==> config.mk <==
export PLATFORM = sky130hd
export DESIGN_NAME = aosf_serial_formatter
export DESIGN_NICKNAME = d
export VERILOG_FILES = /design/src/aosf_pkg.sv /design/src/aosf_lane_ser.sv /design/src/aosf_serial_formatter.sv
export SDC_FILE = /design/constraint.sdc
export NUM_CORES = 1
export LEC_CHECK = 0
export BUFFER_PORTS_ARGS = -buffer_cell sky130_fd_sc_hd__buf_2
export CORE_MARGIN = 1
export CORE_UTILIZATION = 65
export CTS_CLUSTER_SIZE = 30
export DETAILED_ROUTE_END_ITERATION = 7
export HOLD_SLACK_MARGIN = 0.03
export PLACE_DENSITY = 0.83
export SETUP_SLACK_MARGIN = 0.4
export SLEW_MARGIN = 25
export SYNTH_ARGS = -nofsm -noshare
export SYNTH_HDL_FRONTEND = slang
export SYNTH_HIERARCHICAL = 1
export SYNTH_SLANG_ARGS = --single-unit
==> constraint.sdc <==
create_clock -name ref_clk -period 11.8 [get_ports ref_clk]
set_clock_uncertainty 0.1 [all_clocks]
set_input_delay 2.36 -clock ref_clk [delete_from_list [all_inputs] [get_ports ref_clk]]
set_output_delay 2.36 -clock ref_clk [all_outputs]
set_load 0.1 [all_outputs]
==> src/aosf_pkg.sv <==
// constants and types shared by the adc output serial formatter
package aosf_pkg;

	// ----------------------------------------------------------------
	// register bus
	// ----------------------------------------------------------------
	localparam int          ADDR_W      = 8;
	localparam int          DATA_W      = 32;
	localparam logic [7:0]  OFS_CTRL    = 8'h00;
	localparam logic [7:0]  OFS_DRIVE   = 8'h04;
	localparam logic [7:0]  OFS_CUST_LO = 8'h08;
	localparam logic [7:0]  OFS_CUST_HI = 8'h0c;
	localparam logic [7:0]  OFS_STATUS  = 8'h10;
	localparam logic [1:0]  RESP_OKAY   = 2'h0;
	localparam logic [1:0]  RESP_SLVERR = 2'h2;

	// ----------------------------------------------------------------
	// field positions, masks and reset values
	// ----------------------------------------------------------------
	localparam int          CTRL_LSB_FIRST  = 0;
	localparam int          CTRL_OFFSET_BIN = 1;
	localparam int          CTRL_PAT_LSB    = 2;
	localparam int          CTRL_TWO_LANE   = 5;
	localparam int          CTRL_SER14      = 6;
	localparam int          CTRL_SDR        = 7;
	localparam int          CTRL_ORDER_LSB  = 8;
	localparam int          CTRL_LONG_PD    = 10;
	localparam int          DRV_CURR_LSB    = 0;
	localparam int          DRV_DOUBLE      = 2;
	localparam int          DRV_TCLK_LSB    = 3;
	localparam int          DRV_TDATA_LSB   = 8;
	localparam logic [31:0] CTRL_MASK       = 32'h0000_07ff;
	localparam logic [31:0] DRIVE_MASK      = 32'h0000_1fff;
	localparam logic [31:0] CUST_LO_MASK    = 32'h0000_00ff;
	localparam logic [31:0] CUST_HI_MASK    = 32'h0000_000f;
	localparam logic [31:0] CTRL_RST        = 32'h0000_0000;
	localparam logic [31:0] DRIVE_RST       = 32'h0000_0000;
	localparam logic [31:0] CUST_RST        = 32'h0000_0000;

	// ----------------------------------------------------------------
	// data codes and timing
	// ----------------------------------------------------------------
	localparam int          CONV_LATENCY = 12;
	localparam logic [11:0] FS_POS_OB    = 12'hfff;
	localparam logic [11:0] FS_POS_TC    = 12'h7ff;
	localparam logic [11:0] FS_NEG_OB    = 12'h000;
	localparam logic [11:0] FS_NEG_TC    = 12'h800;
	localparam logic [11:0] TC_FLIP      = 12'h800;
	localparam logic [11:0] WORD_ZEROS   = 12'h000;
	localparam logic [11:0] WORD_ONES    = 12'hfff;
	localparam logic [11:0] TOGGLE_A     = 12'haaa;
	localparam logic [11:0] TOGGLE_B     = 12'h555;
	localparam logic [11:0] DESKEW_WORD  = 12'haaa;
	localparam logic [13:0] SYNC_1W12    = 14'h0fc0;
	localparam logic [13:0] SYNC_1W14    = 14'h3f80;
	localparam logic [13:0] SYNC_2W12    = 14'h0038;
	localparam logic [13:0] SYNC_2W14    = 14'h0078;
	localparam logic [3:0]  LEN_12       = 4'hc;
	localparam logic [3:0]  LEN_14       = 4'he;

	typedef enum logic [2:0] {
		PAT_OFF    = 3'h0,
		PAT_ZEROS  = 3'h1,
		PAT_ONES   = 3'h2,
		PAT_TOGGLE = 3'h3,
		PAT_CUSTOM = 3'h4,
		PAT_SYNC   = 3'h5,
		PAT_DESKEW = 3'h6,
		PAT_RSVD   = 3'h7
	} aosf_pat_t;

	typedef enum logic [1:0] {
		ORD_BYTE = 2'h0,
		ORD_BIT  = 2'h1,
		ORD_WORD = 2'h2,
		ORD_RSVD = 2'h3
	} aosf_order_t;

	typedef enum logic [1:0] {
		CUR_3P5 = 2'h0,
		CUR_2P5 = 2'h1,
		CUR_3P0 = 2'h2,
		CUR_4P5 = 2'h3
	} aosf_curr_t;

endpackage

==> src/aosf_lane_ser.sv <==
// two-lane shift register pair of one channel
module aosf_lane_ser
	import aosf_pkg::*;
(
	input  wire logic        ref_clk,
	input  wire logic        rst_n,
	input  wire logic        load0,
	input  wire logic        load1,
	input  wire logic        step,
	input  wire logic [13:0] word0,
	input  wire logic [13:0] word1,
	output logic             lane0,
	output logic             lane1
);

	logic [13:0] shift0;
	logic [13:0] shift1;

	// ----------------------------------------------------------------
	// lane 0
	// ----------------------------------------------------------------
	always_ff @(posedge ref_clk or negedge rst_n) begin
		if (!rst_n) begin
			shift0 <= 14'h0000;
			lane0  <= 1'b0;
		end else if (load0) begin
			lane0  <= word0[13];
			shift0 <= {word0[12:0], 1'b0};
		end else if (step) begin
			lane0  <= shift0[13];
			shift0 <= {shift0[12:0], 1'b0};
		end
	end

	// ----------------------------------------------------------------
	// lane 1
	// ----------------------------------------------------------------
	always_ff @(posedge ref_clk or negedge rst_n) begin
		if (!rst_n) begin
			shift1 <= 14'h0000;
			lane1  <= 1'b0;
		end else if (load1) begin
			lane1  <= word1[13];
			shift1 <= {word1[12:0], 1'b0};
		end else if (step) begin
			lane1  <= shift1[13];
			shift1 <= {shift1[12:0], 1'b0};
		end
	end

endmodule

==> src/aosf_serial_formatter.sv <==
// adc output formatter: coding, test patterns, latency and lane serializer
// How it works
// - msb first after reset, lsb first selectable
// - lsb first reverses bits within each lane
// - two's complement default, offset binary selectable
// - positive overrange gives full-scale positive code
// - negative overrange gives full-scale negative code
// - drive current select plus current doubling
// - separate clock and data termination selects
// - toggle pattern alternates every sample
// - deskew pattern is fixed alternating bits
// - custom twelve-bit word, mapped like data
// - sync pattern depends on lanes, serialization
// - patterns appear on both channels together
// - serializer latency per interface option
// - total latency twelve plus serializer latency
// - byte-wise: lane0 low half (six, or seven in fourteen-bit mode), lane1 high
// - bit-wise: lane0 even bits, lane1 odd
// - word-wise alternates lanes, half-rate frame clock
// - fourteen-bit mode pads two msb zeros
module aosf_serial_formatter
	import aosf_pkg::*;
#(
	parameter int BIT_CYCLES = 2,
	parameter int CONV_LAT   = CONV_LATENCY
)(
	input  wire logic              ref_clk,
	input  wire logic              rst_n,
	input  wire logic              sample_clk,
	input  wire logic [11:0]       adcA,
	input  wire logic              adcAOverPos,
	input  wire logic              adcAOverNeg,
	input  wire logic [11:0]       adcB,
	input  wire logic              adcBOverPos,
	input  wire logic              adcBOverNeg,
	output logic                   chanALane0,
	output logic                   chanALane1,
	output logic                   chanBLane0,
	output logic                   chanBLane1,
	output logic                   serialBitClock,
	output logic                   frameClock,
	output logic [1:0]             driveCurrentSelect,
	output logic                   currentDoubleEnable,
	output logic [4:0]             termClkSelect,
	output logic [4:0]             termDataSelect,
	input  wire logic [ADDR_W-1:0] s_axi_awaddr,
	input  wire logic              s_axi_awvalid,
	output logic                   s_axi_awready,
	input  wire logic [DATA_W-1:0] s_axi_wdata,
	input  wire logic [3:0]        s_axi_wstrb,
	input  wire logic              s_axi_wvalid,
	output logic                   s_axi_wready,
	output logic [1:0]             s_axi_bresp,
	output logic                   s_axi_bvalid,
	input  wire logic              s_axi_bready,
	input  wire logic [ADDR_W-1:0] s_axi_araddr,
	input  wire logic              s_axi_arvalid,
	output logic                   s_axi_arready,
	output logic [DATA_W-1:0]      s_axi_rdata,
	output logic [1:0]             s_axi_rresp,
	output logic                   s_axi_rvalid,
	input  wire logic              s_axi_rready
);

	localparam int          PIPE_D = CONV_LAT + 2;
	localparam int          IDX_W  = $clog2(PIPE_D);
	localparam logic [7:0]  BIT_LD = 8'(BIT_CYCLES - 1);
	localparam logic [7:0]  BIT_MID = 8'(BIT_CYCLES / 2);

	if (BIT_CYCLES < 2 || BIT_CYCLES > 255 || CONV_LAT < 1) begin : g_bad_param
		$error("aosf_serial_formatter: unsupported BIT_CYCLES or CONV_LAT");
	end

	// ----------------------------------------------------------------
	// helpers
	// ----------------------------------------------------------------
	function automatic logic [11:0] fmtSample(input logic [11:0] raw, input logic pos,
			input logic neg, input logic ob);
		if (pos)
			return ob ? FS_POS_OB : FS_POS_TC;
		if (neg)
			return ob ? FS_NEG_OB : FS_NEG_TC;
		return ob ? raw : (raw ^ TC_FLIP);
	endfunction

	// returns {lane1, lane0}, each right aligned
	function automatic logic [27:0] mapLanes(input logic [13:0] d, input logic [3:0] half,
			input logic two, input aosf_order_t ord);
		logic [13:0] l0;
		logic [13:0] l1;
		int          j;
		l0 = d;
		l1 = d;
		if (two && ord == ORD_BYTE) begin
			l0 = d & ~(14'h3fff << half);
			l1 = d >> half;
		end else if (two && ord == ORD_BIT) begin
			l0 = 14'h0000;
			l1 = 14'h0000;
			for (j = 0; j < 7; j++) begin
				l0[j] = d[2*j];
				l1[j] = d[2*j+1];
			end
		end
		return {l1, l0};
	endfunction

	// left aligns len bits in send order
	function automatic logic [13:0] buildLane(input logic [13:0] w, input logic [3:0] len,
			input logic lsb);
		logic [13:0] r;
		int          i;
		r = 14'h0000;
		for (i = 0; i < 14; i++) begin
			if (i < int'(len))
				r[13-i] = lsb ? w[i] : w[int'(len)-1-i];
		end
		return r;
	endfunction

	function automatic logic [31:0] merge(input logic [31:0] old, input logic [31:0] nw,
			input logic [3:0] strb, input logic [31:0] mask);
		logic [31:0] r;
		int          b;
		r = old;
		for (b = 0; b < 4; b++) begin
			if (strb[b])
				r[8*b+:8] = nw[8*b+:8];
		end
		return r & mask;
	endfunction

	// ----------------------------------------------------------------
	// registers and decoded configuration
	// ----------------------------------------------------------------
	logic [31:0]       ctrlReg;
	logic [31:0]       driveReg;
	logic [31:0]       custLo;
	logic [31:0]       custHi;
	logic              lsbFirst;
	logic              offsetBin;
	aosf_pat_t         pat;
	logic              twoLane;
	logic              ser14;
	logic              sdrClk;
	aosf_order_t       order;
	logic              longPd;
	logic              wordWise;
	logic [3:0]        wordLen;
	logic [3:0]        halfLen;
	logic [3:0]        slotsPerSample;
	logic [1:0]        serLat;
	logic [IDX_W-1:0]  latIdx;

	assign lsbFirst  = ctrlReg[CTRL_LSB_FIRST];
	assign offsetBin = ctrlReg[CTRL_OFFSET_BIN];
	assign pat       = aosf_pat_t'(ctrlReg[CTRL_PAT_LSB+:3]);
	assign twoLane   = ctrlReg[CTRL_TWO_LANE];
	assign ser14     = ctrlReg[CTRL_SER14];
	assign sdrClk    = ctrlReg[CTRL_SDR] & twoLane;
	assign order     = aosf_order_t'(ctrlReg[CTRL_ORDER_LSB+:2]);
	assign longPd    = ctrlReg[CTRL_LONG_PD];
	assign wordWise  = twoLane && order == ORD_WORD;
	assign wordLen   = ser14 ? LEN_14 : LEN_12;
	assign halfLen   = wordLen >> 1;
	assign slotsPerSample = twoLane ? halfLen : wordLen;
	assign serLat    = (twoLane && !sdrClk) ? ((ser14 && longPd) ? 2'h2 : 2'h1) : 2'h0;
	assign latIdx    = IDX_W'(CONV_LAT + int'(serLat) - 1);

	assign driveCurrentSelect  = driveReg[DRV_CURR_LSB+:2];
	assign currentDoubleEnable = driveReg[DRV_DOUBLE];
	assign termClkSelect       = driveReg[DRV_TCLK_LSB+:5];
	assign termDataSelect      = driveReg[DRV_TDATA_LSB+:5];

	// ----------------------------------------------------------------
	// sample clock synchroniser and edge detect
	// ----------------------------------------------------------------
	logic sclkMeta;
	logic sclkSync;
	logic sclkPrev;
	logic sampleEdge;

	always_ff @(posedge ref_clk or negedge rst_n) begin
		if (!rst_n) begin
			sclkMeta <= 1'b0;
			sclkSync <= 1'b0;
			sclkPrev <= 1'b0;
		end else begin
			sclkMeta <= sample_clk;
			sclkSync <= sclkMeta;
			sclkPrev <= sclkSync;
		end
	end
	assign sampleEdge = sclkSync & ~sclkPrev;

	// ----------------------------------------------------------------
	// conversion pipeline
	// ----------------------------------------------------------------
	logic [11:0] pipeA [PIPE_D];
	logic [11:0] pipeB [PIPE_D];
	logic        phase;
	logic [15:0] sampleCount;

	always_ff @(posedge ref_clk or negedge rst_n) begin
		if (!rst_n) begin
			for (int k = 0; k < PIPE_D; k++) begin
				pipeA[k] <= 12'h000;
				pipeB[k] <= 12'h000;
			end
		end else if (sampleEdge) begin
			pipeA[0] <= fmtSample(adcA, adcAOverPos, adcAOverNeg, offsetBin);
			pipeB[0] <= fmtSample(adcB, adcBOverPos, adcBOverNeg, offsetBin);
			for (int k = 1; k < PIPE_D; k++) begin
				pipeA[k] <= pipeA[k-1];
				pipeB[k] <= pipeB[k-1];
			end
		end
	end

	always_ff @(posedge ref_clk or negedge rst_n) begin
		if (!rst_n) begin
			phase       <= 1'b0;
			sampleCount <= 16'h0000;
		end else if (sampleEdge) begin
			phase       <= ~phase;
			sampleCount <= sampleCount + 16'h0001;
		end
	end

	// ----------------------------------------------------------------
	// pattern substitution and lane words
	// ----------------------------------------------------------------
	logic [11:0] patWord;
	logic [11:0] wordA;
	logic [11:0] wordB;
	logic [27:0] lanesA;
	logic [27:0] lanesB;
	logic [13:0] syncWord;
	logic [3:0]  laneLen;
	logic        isSync;
	logic [13:0] ldA0;
	logic [13:0] ldA1;
	logic [13:0] ldB0;
	logic [13:0] ldB1;

	always_comb begin
		unique case (pat)
			PAT_ZEROS:  patWord = WORD_ZEROS;
			PAT_ONES:   patWord = WORD_ONES;
			PAT_TOGGLE: patWord = phase ? TOGGLE_B : TOGGLE_A;
			PAT_CUSTOM: patWord = {custHi[3:0], custLo[7:0]};
			PAT_DESKEW: patWord = DESKEW_WORD;
			default:    patWord = WORD_ZEROS;
		endcase
		isSync = pat == PAT_SYNC;
		// one pattern word feeds both channels
		wordA  = (pat == PAT_OFF || pat == PAT_RSVD) ? pipeA[latIdx] : patWord;
		wordB  = (pat == PAT_OFF || pat == PAT_RSVD) ? pipeB[latIdx] : patWord;
		lanesA = mapLanes({2'b00, wordA}, halfLen, twoLane, order);
		lanesB = mapLanes({2'b00, wordB}, halfLen, twoLane, order);
		laneLen = (twoLane && !wordWise) ? halfLen : wordLen;
		if (twoLane && !wordWise)
			syncWord = ser14 ? SYNC_2W14 : SYNC_2W12;
		else
			syncWord = ser14 ? SYNC_1W14 : SYNC_1W12;
		if (isSync) begin
			ldA0 = buildLane(syncWord, laneLen, 1'b0);
			ldA1 = ldA0;
			ldB0 = ldA0;
			ldB1 = ldA0;
		end else begin
			ldA0 = buildLane(lanesA[13:0], laneLen, lsbFirst);
			ldA1 = buildLane(lanesA[27:14], laneLen, lsbFirst);
			ldB0 = buildLane(lanesB[13:0], laneLen, lsbFirst);
			ldB1 = buildLane(lanesB[27:14], laneLen, lsbFirst);
		end
	end

	// ----------------------------------------------------------------
	// bit slot timing, bit clock and frame clock
	// ----------------------------------------------------------------
	logic [7:0] bitTimer;
	logic [3:0] slotsLeft;
	logic       slotActive;
	logic       tick;
	logic       load0;
	logic       load1;

	assign tick  = slotActive & (bitTimer == 8'h00) & (slotsLeft != 4'h0) & ~sampleEdge;
	// word-wise: even samples go to lane 0, odd ones to lane 1
	assign load0 = sampleEdge & (~wordWise | ~phase);
	assign load1 = sampleEdge & twoLane & (~wordWise | phase);

	always_ff @(posedge ref_clk or negedge rst_n) begin
		if (!rst_n) begin
			bitTimer   <= 8'h00;
			slotsLeft  <= 4'h0;
			slotActive <= 1'b0;
		end else if (sampleEdge) begin
			bitTimer   <= BIT_LD;
			slotsLeft  <= slotsPerSample - 4'h1;
			slotActive <= 1'b1;
		end else if (slotActive) begin
			if (bitTimer != 8'h00) begin
				bitTimer <= bitTimer - 8'h01;
			end else if (slotsLeft != 4'h0) begin
				bitTimer  <= BIT_LD;
				slotsLeft <= slotsLeft - 4'h1;
			end else begin
				slotActive <= 1'b0;
			end
		end
	end

	// clock outputs run the same whatever the data source
	always_ff @(posedge ref_clk or negedge rst_n) begin
		if (!rst_n) begin
			serialBitClock <= 1'b0;
		end else if (slotActive && !sampleEdge) begin
			if (bitTimer == BIT_MID)
				serialBitClock <= sdrClk ? 1'b1 : ~serialBitClock;
			else if (sdrClk && bitTimer == 8'h00)
				serialBitClock <= 1'b0;
		end
	end

	always_ff @(posedge ref_clk or negedge rst_n) begin
		if (!rst_n) begin
			frameClock <= 1'b0;
		end else if (sampleEdge) begin
			frameClock <= wordWise ? ~phase : 1'b1;
		end else if (tick && !wordWise) begin
			if (slotsLeft == slotsPerSample - (slotsPerSample >> 1))
				frameClock <= 1'b0;
		end
	end

	// ----------------------------------------------------------------
	// channel serializers
	// ----------------------------------------------------------------
	aosf_lane_ser u_chan_a (
		.ref_clk (ref_clk),
		.rst_n   (rst_n),
		.load0   (load0),
		.load1   (load1),
		.step    (sampleEdge | tick),
		.word0   (ldA0),
		.word1   (ldA1),
		.lane0   (chanALane0),
		.lane1   (chanALane1)
	);

	aosf_lane_ser u_chan_b (
		.ref_clk (ref_clk),
		.rst_n   (rst_n),
		.load0   (load0),
		.load1   (load1),
		.step    (sampleEdge | tick),
		.word0   (ldB0),
		.word1   (ldB1),
		.lane0   (chanBLane0),
		.lane1   (chanBLane1)
	);

	// ----------------------------------------------------------------
	// axi4-lite write channel
	// ----------------------------------------------------------------
	logic              awHeld;
	logic              wHeld;
	logic [ADDR_W-1:0] awAddr;
	logic [31:0]       wData;
	logic [3:0]        wStrb;
	logic              doWrite;
	logic              next_awHeld;
	logic              next_wHeld;
	logic              next_bvalid;
	logic [7:0]        wAddr;

	assign doWrite     = awHeld & wHeld & ~s_axi_bvalid;
	assign next_awHeld = (awHeld & ~doWrite) | (s_axi_awvalid & s_axi_awready);
	assign next_wHeld  = (wHeld & ~doWrite) | (s_axi_wvalid & s_axi_wready);
	assign next_bvalid = doWrite | (s_axi_bvalid & ~s_axi_bready);
	assign wAddr       = {awAddr[ADDR_W-1:2], 2'b00};

	always_ff @(posedge ref_clk or negedge rst_n) begin
		if (!rst_n) begin
			awHeld        <= 1'b0;
			wHeld         <= 1'b0;
			awAddr        <= '0;
			wData         <= 32'h0000_0000;
			wStrb         <= 4'h0;
			s_axi_awready <= 1'b0;
			s_axi_wready  <= 1'b0;
			s_axi_bvalid  <= 1'b0;
			s_axi_bresp   <= RESP_OKAY;
		end else begin
			awHeld        <= next_awHeld;
			wHeld         <= next_wHeld;
			s_axi_awready <= ~next_awHeld & ~next_bvalid;
			s_axi_wready  <= ~next_wHeld & ~next_bvalid;
			s_axi_bvalid  <= next_bvalid;
			if (s_axi_awvalid && s_axi_awready)
				awAddr <= s_axi_awaddr;
			if (s_axi_wvalid && s_axi_wready) begin
				wData <= s_axi_wdata;
				wStrb <= s_axi_wstrb;
			end
			if (doWrite) begin
				unique case (wAddr)
					OFS_CTRL, OFS_DRIVE, OFS_CUST_LO, OFS_CUST_HI, OFS_STATUS:
						s_axi_bresp <= RESP_OKAY;
					default:
						s_axi_bresp <= RESP_SLVERR;
				endcase
			end
		end
	end

	always_ff @(posedge ref_clk or negedge rst_n) begin
		if (!rst_n) begin
			ctrlReg  <= CTRL_RST;
			driveReg <= DRIVE_RST;
			custLo   <= CUST_RST;
			custHi   <= CUST_RST;
		end else if (doWrite) begin
			if (wAddr == OFS_CTRL)
				ctrlReg <= merge(ctrlReg, wData, wStrb, CTRL_MASK);
			if (wAddr == OFS_DRIVE)
				driveReg <= merge(driveReg, wData, wStrb, DRIVE_MASK);
			if (wAddr == OFS_CUST_LO)
				custLo <= merge(custLo, wData, wStrb, CUST_LO_MASK);
			if (wAddr == OFS_CUST_HI)
				custHi <= merge(custHi, wData, wStrb, CUST_HI_MASK);
		end
	end

	// ----------------------------------------------------------------
	// axi4-lite read channel
	// ----------------------------------------------------------------
	logic       next_rvalid;
	logic [7:0] rAddr;

	assign next_rvalid = (s_axi_arvalid & s_axi_arready) | (s_axi_rvalid & ~s_axi_rready);
	assign rAddr       = {s_axi_araddr[ADDR_W-1:2], 2'b00};

	always_ff @(posedge ref_clk or negedge rst_n) begin
		if (!rst_n) begin
			s_axi_arready <= 1'b0;
			s_axi_rvalid  <= 1'b0;
			s_axi_rdata   <= 32'h0000_0000;
			s_axi_rresp   <= RESP_OKAY;
		end else begin
			s_axi_arready <= ~next_rvalid;
			s_axi_rvalid  <= next_rvalid;
			if (s_axi_arvalid && s_axi_arready) begin
				s_axi_rresp <= RESP_OKAY;
				unique case (rAddr)
					OFS_CTRL:    s_axi_rdata <= ctrlReg;
					OFS_DRIVE:   s_axi_rdata <= driveReg;
					OFS_CUST_LO: s_axi_rdata <= custLo;
					OFS_CUST_HI: s_axi_rdata <= custHi;
					OFS_STATUS:  s_axi_rdata <= {8'h00, phase, serLat,
						5'(CONV_LAT + int'(serLat)), sampleCount};
					default: begin
						s_axi_rdata <= 32'h0000_0000;
						s_axi_rresp <= RESP_SLVERR;
					end
				endcase
			end
		end
	end

endmodule

# [Word level (Yosys, flattened, before mapping)]
# Cells that the tools add are included.
[word_totals] reg_bits=533 elab_cells=651 out_inout_bits=60 in_bits=88
[op_classes] magnitude_cmp=29 n_shift=3 n_reduce_logical=43 bitwise=45 add_sub_neg=21 muxes=426 eq_ne=19
[ops] operator="$lt A32 B6 Y1 const B" n=12
[ops] operator="$mux W1" n=295
[ops] operator="$bmux W1 S4" n=70
[ops] operator="$mux W12" n=23
[ops] operator="$mux W14" n=18
[ops] operator="$pmux W24 S5" n=1
[ops] operator="$bmux W12 S4" n=2
[ops] operator="$pmux W12 S4" n=1
[ops] operator="$sub A5 B5 Y6 const B" n=6
[ops] operator="$mux W8" n=4
[ops] operator="$and A12 B14 Y14" n=2
[ops] operator="$shr A12 B3 Y14" n=2
[ops] operator="$eq A6 B2 Y1 const B" n=4
[ops] operator="$logic_not A8 Y1" n=3
[ops] operator="$lt A4 B4 Y1 const A" n=6
[ops] operator="$mux W4" n=6
[ops] operator="$sub A5 B4 Y6 const B" n=4
[ops] operator="$reduce_and A3 Y1" n=7
[ops] operator="$and A1 B1 Y1" n=19
[ops] operator="$add A16 B1 Y16 const B" n=1
[ops] operator="$lt A3 B4 Y1 const A" n=4
[ops] operator="$not A1 Y1" n=15
[ops] operator="$not A14 Y14" n=1
[ops] operator="$reduce_bool A2 Y1" n=7
[ops] operator="37 further kinds" n=73

# [Longest topological paths before layout]
# Gate-level depths: netlist (run 1).
[logic_depth] ltp_word=20 ltp_mapped=18 depth_no_buf=14

# [Modules after synthesis]
# The synthesis (run 1) kept the hierarchy.
[modules_own_cells] mod="aosf_serial_formatter" cells_each=2611 instances=1 area_per_inst_um2=22614.2 seq_area_each_um2=11436.0
[modules_own_cells] mod="aosf_lane_ser" cells_each=121 instances=2 area_per_inst_um2=1300.0 seq_area_each_um2=700.7

# [Worst setup path before layout (run 1)]
# Ideal clock, no wire load.
[synth_timing] path_type="input-to-reg" startpoint="input port s_axi_araddr[5]" endpoint="register s_axi_rdata[0]" path_slack_ps=7731 stages=5 required_ps=11618 arrival_time_ps=3887 setup_ps=82 path_buffers=1 path_cell_list="nor4_1 and3b_1 clkbuf_1 a22oi_1 a31oi_1"
[synth_via] elab_chain_len=2 word_cells_on_any_way=6
[synth_lines] item="start: declaration" line="aosf_serial_formatter.sv:56" source="input wire logic [ADDR_W-1:0] s_axi_araddr,"
[synth_lines] item="$eq A6 B3 Y1, or another cell as far along" line="aosf_serial_formatter.sv:457" source="unique case (rAddr)"
[synth_lines] item="$pmux W24 S5 (*)" line="aosf_serial_formatter.sv:457"
[synth_lines] item="end signal: assignment" line="aosf_serial_formatter.sv:458" source="OFS_CTRL: s_axi_rdata <= ctrlReg;"
[synth_lines] item="end signal: assignment" line="aosf_serial_formatter.sv:459" source="OFS_DRIVE: s_axi_rdata <= driveReg;"
[synth_lines] item="end signal: assignment" line="aosf_serial_formatter.sv:460" source="OFS_CUST_LO: s_axi_rdata <= custLo;"
[synth_lines] item="end: declaration" line="aosf_serial_formatter.sv:59" source="output logic [DATA_W-1:0] s_axi_rdata,"
# Every way passes the cells marked *; elsewhere a longest branch is shown, timed or not.
# A chain may end at the register's enable or synchronous reset.

# [Worst setup path in the final report (run 1)]
[layout_timing] startpoint="register ctrlReg[5]" endpoint="register u_chan_a.lane0"
[layout_via] elab_chain_len=20 word_cells_on_any_way=38
[layout_lines] item="start: declaration" line="aosf_serial_formatter.sv:136" source="logic [31:0] ctrlReg;"
[layout_lines] item="start signal: assignment" line="aosf_serial_formatter.sv:427" source="ctrlReg <= merge(ctrlReg, wData, wStrb, CTRL_MASK);"
[layout_lines] item="$and A1 B1 Y1" line="aosf_serial_formatter.sv:160" source="assign sdrClk = ctrlReg[CTRL_SDR] & twoLane;"
[layout_lines] item="$logic_not A1 Y1" line="aosf_serial_formatter.sv:167" source="assign serLat = (twoLane && !sdrClk) ? ((ser14 && longPd) ? 2'h2 : 2'h1) : 2'h0;"
[layout_lines] item="$logic_and A1 B1 Y1" line="aosf_serial_formatter.sv:167"
[layout_lines] item="$mux W2" line="aosf_serial_formatter.sv:167"
[layout_lines] item="$add A4 B2 Y5"
[layout_lines] item="$sub A4 B2 Y4" line="aosf_serial_formatter.sv:168" source="assign latIdx = IDX_W'(CONV_LAT + int'(serLat) - 1);"
[layout_lines] item="$not A4 Y5 (not written as such)" line="aosf_serial_formatter.sv:257" source="wordA = (pat == PAT_OFF || pat == PAT_RSVD) ? pipeA[latIdx] : patWord;"
[layout_lines] item="$bmux W12 S4" line="aosf_serial_formatter.sv:257"
[layout_lines] item="(+4 left out)"
[layout_lines] item="$mux W14" line="aosf_serial_formatter.sv:94" source="if (two && ord == ORD_BYTE) begin"
[layout_lines] item="$bmux W1 S4" line="aosf_serial_formatter.sv:116" source="r[13-i] = lsb ? w[i] : w[int'(len)-1-i];"
[layout_lines] item="$mux W1 (not written as such) (2 in a row)" line="aosf_serial_formatter.sv:116"
[layout_lines] item="$mux W1" line="aosf_serial_formatter.sv:116"
[layout_lines] item="$mux W1" line="aosf_serial_formatter.sv:115" source="if (i < int'(len))"
[layout_lines] item="$mux W14 (*)" line="aosf_serial_formatter.sv:266" source="if (isSync) begin"
[layout_lines] item="net ldA0[13]" line="aosf_serial_formatter.sv:241" source="logic [13:0] ldA0;"
[layout_lines] item="$mux W1 (*)" line="aosf_lane_ser.sv:26" source="end else if (load0) begin"
[layout_lines] item="end signal: assignment" line="aosf_lane_ser.sv:27" source="lane0 <= word0[13];"
[layout_lines] item="end signal: assignment" line="aosf_lane_ser.sv:30" source="lane0 <= shift0[13];"
[layout_lines] item="end: declaration" line="aosf_lane_ser.sv:12" source="output logic lane0,"
# Mark *: on every way through the listed nets, which the timed path passes. The rest lies on a longest branch. The select of a mux whose other input is x is not followed.

==> results of run 1 <==
-- cells by family after synthesis --
| kind of cell | share of synthesized area, % |
|---|---|
| xor+xnor | 0.903 |
| compound gates | 14.1 |
| simple gates | 22.1 |
| other cells | 0.0149 |
| mux | 6.54 |
| fa+ha+maj | 0.794 |
| flops | 50.9 |
| buf+inv | 4.64 |
-- how the worst min path moves through the flow --
stage          slack (ps)       end      from  cells past startpoint
2_1_floorplan         230  sclkSync  sclkMeta                      0
3_3_place_gp          240  sclkSync  sclkMeta                      0
3_5_place_dp          250  sclkSync  sclkMeta                      0
4_1_cts               260  sclkSync  sclkMeta                      0
5_1_grt               260  sclkSync  sclkMeta                      0
6_report              260  sclkSync  sclkMeta                      0
-- metal layers --
metal / track usage [%] / wire, µm / part of all wire, %
met1: 46.9 / 27800 / 40
met2: 59.1 / 34400 / 49
met3: 4.49 / 4240 / 6.1
met4: 17.0 / 3440 / 4.9
met5: 0 / 0 / 0
-- sequential cells by signal (all words and copies together), names as in the netlist, 11 cells and up --
| name | cells |
|---|---|
| s_axi_rdata | 20 |
| driveReg | 13 |
| u_chan_b/shift1 | 13 |
| pipeB | 168 |
| wData | 13 |
| u_chan_a/shift0 | 13 |
| u_chan_a/shift1 | 13 |
| sampleCount | 16 |
| pipeA | 168 |
| ctrlReg | 11 |
| u_chan_b/shift0 | 13 |
-- area by class of cell --
| type | count | area, µm² |
|---|---|---|
| repair buffers | 141 | 856 |
| multi-input cells | 2113 | 11300 |
| clock inverters | 19 | 205 |
| flip-flops and latches | 513 | 12800 |
| well taps | 511 | 639 |
| fillers | 2732 | 10500 |
| inverters | 36 | 135 |
| clock buffers | 72 | 1420 |
-- power by group through the flow --
stage	combinational (mW)	clock [mW]	sequential, mW
floorplan	2.14	0	2.55
global placement	3.16	0	2.45
detailed placement	3.20	0	2.48
CTS	3.23	1.60	2.46
global route	3.50	1.67	2.51
finish	3.31	1.58	2.47
-- layout by cell type (no fill, tap or decap), types with 24 or more instances in the layout --
| master | netlist | final |
|---|---|---|
| mux2i_1 | 78 | 78 |
| a211oi_1 | 26 | 26 |
| o21ai_0 | 123 | 123 |
| o21ai_1 | 39 | 39 |
| o211ai_1 | 24 | 24 |
| o22ai_1 | 28 | 28 |
| nor3_1 | 29 | 27 |
| clkbuf_16 | 0 | 50 |
| a21oi_1 | 94 | 92 |
| inv_1 | 30 | 30 |
| mux2_2 | 65 | 65 |
| nand3_1 | 55 | 55 |
| nor2_1 | 94 | 93 |
| dfrtp_1 | 513 | 513 |
| buf_2 | 29 | 110 |
| nand2_1 | 1116 | 1115 |
| buf_4 | 19 | 24 |
==> reports/qor.yml, run 1 <==
outcome: "finished, final reports clean"
powerDensity_nw_per_um2: 268
vias: 21000
dp_hpwl_um: 45300
worst_pin_slew_ps: 1070
yosys-top-cells-area: "dfrtp_1, nand2_1, mux2i_1"
path_depth: 15
postSynth.asyncResetShare_pct: 100
die_w_um: 199
die_area_um2: 39600
cp.buffers_inverters: 6
period_share_pct: 45.6
r2r_setup_slack_ps: 6420
end_kind: "flop"
setup_viol: 0
hp-class: "flop to flop"
crit_end: "u_chan_a/lane0"
synth_common_cells: "nand2_1, dfrtp_1, clkbuf_1, o21ai_0"
drt.antenna.violating_nets: 0
r2r_start: "ctrlReg[5]"
max_freq_mhz: 186
timing.hold.ws_ps: 257
place_area_um2: 25700
area_growth_pct: 8.71
swShare_pct: 44.4
port_buffers: 111
fin_crit_ps: 5380
startpoint: "ctrlReg[5]"
drc: 0
intPower_mw: 4.09
grt_pass1_vias: 20300
cpPeakStageDelay_ps: 800
synth_top_flop_cell: "dfrtp_1"
synth-edff-count: 0
overflow: 0
fin_total_pwr_mw: 7.36
antenna_found_initial: 0
postSynthCellCount: 2853
drtIter0Drc: 2112
grt_start_max_net_pins: 264
dr.pass1.iters: 5
synth.avg_cell_area_um2: 8.84
ctsResizeCount: 0
ir_worst_vdd_mv: 0.168
rows: 71
cts-root-buf: "clkbuf_16"
h-tree-depth: 2
preCtsSetupSlack_ps: 6780
n_antenna_cell: 0
worst-setup-path-type: "flop to flop"
crit_fanout: 28
fin_area_um2: 27400
postLayoutCoreUtil_pct: 72.3
yosysSeqAreaShare_pct: 50.9
cts_made_buffers: 50
hold_buffers: 0
cts_tree: "done"
yosysWarningCount: 6
cp_cell_sequence: "inv_1 -> a21oi_4 -> buf_4 -> inv_1 -> buf_4 -> ha_1 -> buf_4 -> inv_2 -> nor3_1 -> o21ai_0 -> nand3_1 -> o311ai_1 -> o21ai_0 -> nand2_1 -> o21ai_0"
final_cells: 3405
synth_top_area_cell: "dfrtp_1"
relSlewSlack_pct: 28.4
grt_util_all_layers_pct: 35.7
arrival_ps: 5750
finalHoldViolations: 0
layout-drive-gt1-share_pct: 11.8
routed_wirelength_um: 69900
setup_slack_ps: 6420
die_y_um: 199
ctsLongestPathBuffers: 3
setup_tns_ps: 0
synth-seq-cells: 513
fin_nets: 2959
reg2reg_to: "u_chan_a/lane0"
clk_latency_ps: 610
viasPerCell: 6.18
placedCellCount: 3313
critical_path_required_ps: 12170
start_util_pct: 66.5
p_sw_mw: 3.27
yosysMostFrequentCell: "nand2_1"
syn_area_um2: 25200
post_cts_buffers: 0
ios: 148
cts.sinks: 513
rsz0062_at_grt: "no"
synth_top_area_share_pct: 50.9
drv_cap: 0
pwr-share-comb_pct: 45.0
synth_cell_types: 97
wl_per_cell_um: 20.5
clkTransAtPathRegs_ps: 70
routabilityCongestion: 0.970
crit_family: "buffers and inverters"
slowest_stage: "o311ai_1"
p_seq_share_pct: 33.5
core_um2: 37900
cellLeakagePower_nw: 13.7
final_max_slew_viol_count: 0
clkPwrFrac_pct: 21.4
cp-start-kind: "flop"
ff2ff_path_depth: 15
grt_pass1_wl_um: 109000
No activity file was read; power rests on OpenSTA's default activity.
==> inputs of run 2 (changes only) <==
Settings changed: CORE_UTILIZATION 65 to 61, PLACE_DENSITY 0.83 to 0.79.
Clock period 11.8 ns to 5.2 ns, I/O delays scaled along.
==> run 2 against run 1 <==
  * Register-to-register slack got worse by 5400 ps
  * Global-route usage fell by 1.2 points
  * Largest cell class unchanged
  * Sequential share of layout area fell by 0.75 points
  * Power rose by 140%
==> reports/qor.yml, run 2 (synthesis results as in run 1) <==
n_antenna_cell: 0  # unchanged
outcome: "finished, final reports clean"  # unchanged
arrival_ps: 4570  # was 5750 ps
dp_hpwl_um: 47200  # was 45300 µm
setup_tns_ps: 0  # unchanged
timing.hold.ws_ps: 249  # was 257 ps
routed_wirelength_um: 72100  # was 69900 µm
postLayoutCoreUtil_pct: 68.2  # was 72.3%
rows: 74  # was 71
drv_cap: 0  # unchanged
area_growth_pct: 10.5  # was 8.71%
clk_latency_ps: 630  # was 610 ps
wl_per_cell_um: 20.9  # was 20.5 µm
finalHoldViolations: 0  # unchanged
final_cell_mix: "nand2_1, dfrtp_1, o21ai_0, buf_2, nor2_1"  # unchanged
ctsLongestPathBuffers: 3  # unchanged
clkTransAtPathRegs_ps: 70  # about the same
vias: 21000  # about the same
relSlewSlack_pct: 25.8  # was 28.4%
post_cts_buffers: 0  # unchanged
final_common_cell: "nand2_1"  # unchanged
ios: 148  # unchanged
grt_util_all_layers_pct: 34.5  # was 35.7%
hold_buffers: 0  # unchanged
cts.sinks: 513  # unchanged
end_kind: "flop"  # unchanged
setup_viol: 0  # unchanged
period_share_pct: 79.6  # was 45.6%
cts-root-buf: "clkbuf_16"  # unchanged
ir_worst_vdd_mv: 0.370  # was 0.168 mV
worst-setup-path-type: "flop to flop"  # unchanged
ctsResizeCount: 0  # unchanged
fin_crit_ps: 4140  # was 5380 ps
cts_tree: "done"  # unchanged
fin_area_um2: 27900  # was 27400 µm²
fin_nets: 2984  # was 2959
die_y_um: 205  # was 199 µm
drtIter0Drc: 2421  # was 2112
final_max_slew_viol_count: 0  # unchanged
grt_pass1_wl_um: 112000  # was 109000 µm
crit_fanout: 26  # was 28
dr.pass1.iters: 6  # was 5
hp-class: "flop to flop"  # unchanged
rsz0062_at_grt: "no"  # unchanged
port_buffers: 111  # unchanged
viasPerCell: 6.08  # was 6.18
worst_pin_slew_ps: 1110  # was 1070 ps
cts_made_buffers: 52  # was 50
drc: 0  # unchanged
antenna_found_initial: 0  # unchanged
core_um2: 40800  # was 37900 µm²
reg_top3: "pipeA (168), pipeB (168), s_axi_rdata (20)"  # unchanged
routabilityCongestion: 0.956  # was 0.970
layout-drive-gt1-share_pct: 12.7  # was 11.8%
start_util_pct: 61.8  # was 66.5%
h-tree-depth: 2  # unchanged
max_freq_mhz: 242  # was 186 MHz
cellLeakagePower_nw: 13.9  # was 13.7 nW
grt_pass1_vias: 20300  # about the same
cp-start-kind: "flop"  # unchanged
powerDensity_nw_per_um2: 622  # was 268 nW/µm²
die_area_um2: 42200  # was 39600 µm²
overflow: 0  # unchanged
fin_total_pwr_mw: 17.3  # was 7.36 mW
drt.antenna.violating_nets: 0  # unchanged
place_area_um2: 26000  # was 25700 µm²
critical_path_required_ps: 5630  # was 12170 ps
grt_start_max_net_pins: 269  # was 264
die_w_um: 205  # was 199 µm
[run 2: stage by stage]
| step | instances | worst slack [ps] |
|---|---|---|
| 2_1_floorplan | 2863 | 1450 |
| 3_3_place_gp | 3357 | 1260 |
| 3_5_place_dp | 3357 | 1230 |
| 4_1_cts | 3452 | 1210 |
| 5_1_grt | 3453 | 837 |
| 6_report | 3453 | 1060 |
[run 2: layout make-up]
class / instances / area, µm²
clock inverters: 18 / 308
multi-input cells: 2113 / 11300
repair buffers: 164 / 1060
flip-flops and latches: 513 / 12800
clock buffers: 77 / 1540
well taps: 532 / 666
inverters: 36 / 135
fillers: 3093 / 13000
[run 2: final timing paths]
check	start	endpoint	slack (ps)	cells after the start
setup / recovery	ctrlReg[4]	u_chan_a/shift1[1]	1060	10
hold / removal	sclkMeta	sclkSync	250	0
hold reg to reg	sclkMeta	sclkSync	250	0
max in group asynchronous	rst_n	pipeA[113]	3490	2
setup reg to reg	ctrlReg[4]	u_chan_a/shift1[1]	1060	10
min in group asynchronous	rst_n	u_chan_a/shift1[7]	410	1
[run 2: report_power, final]
part           switching [mW]  internal (mW)
clock                    1.64           2.36
sequential              0.724           4.87
combinational            5.22           2.50
total                    7.59           9.73
[run 2: per-layer routing]
layer	part of all wire (%)	global-route usage, %	up-vias
met1	41	45.1	10300
met5	0	0	-
met4	4.4	14.6	0
met3	6.8	6.03	193
li1	-	-	9682
met2	48	56.8	769
[run 2: critical path: stages, from the launching register on]
cell and delay (ps):
dfrtp_1 890, inv_2 170, nand3_1 550, nand2_1 330
o32ai_1 600, a2111oi_0 210, a211oi_1 630, o21ai_0 200
a21oi_1 210, nand2_1 70, o21ai_0 100
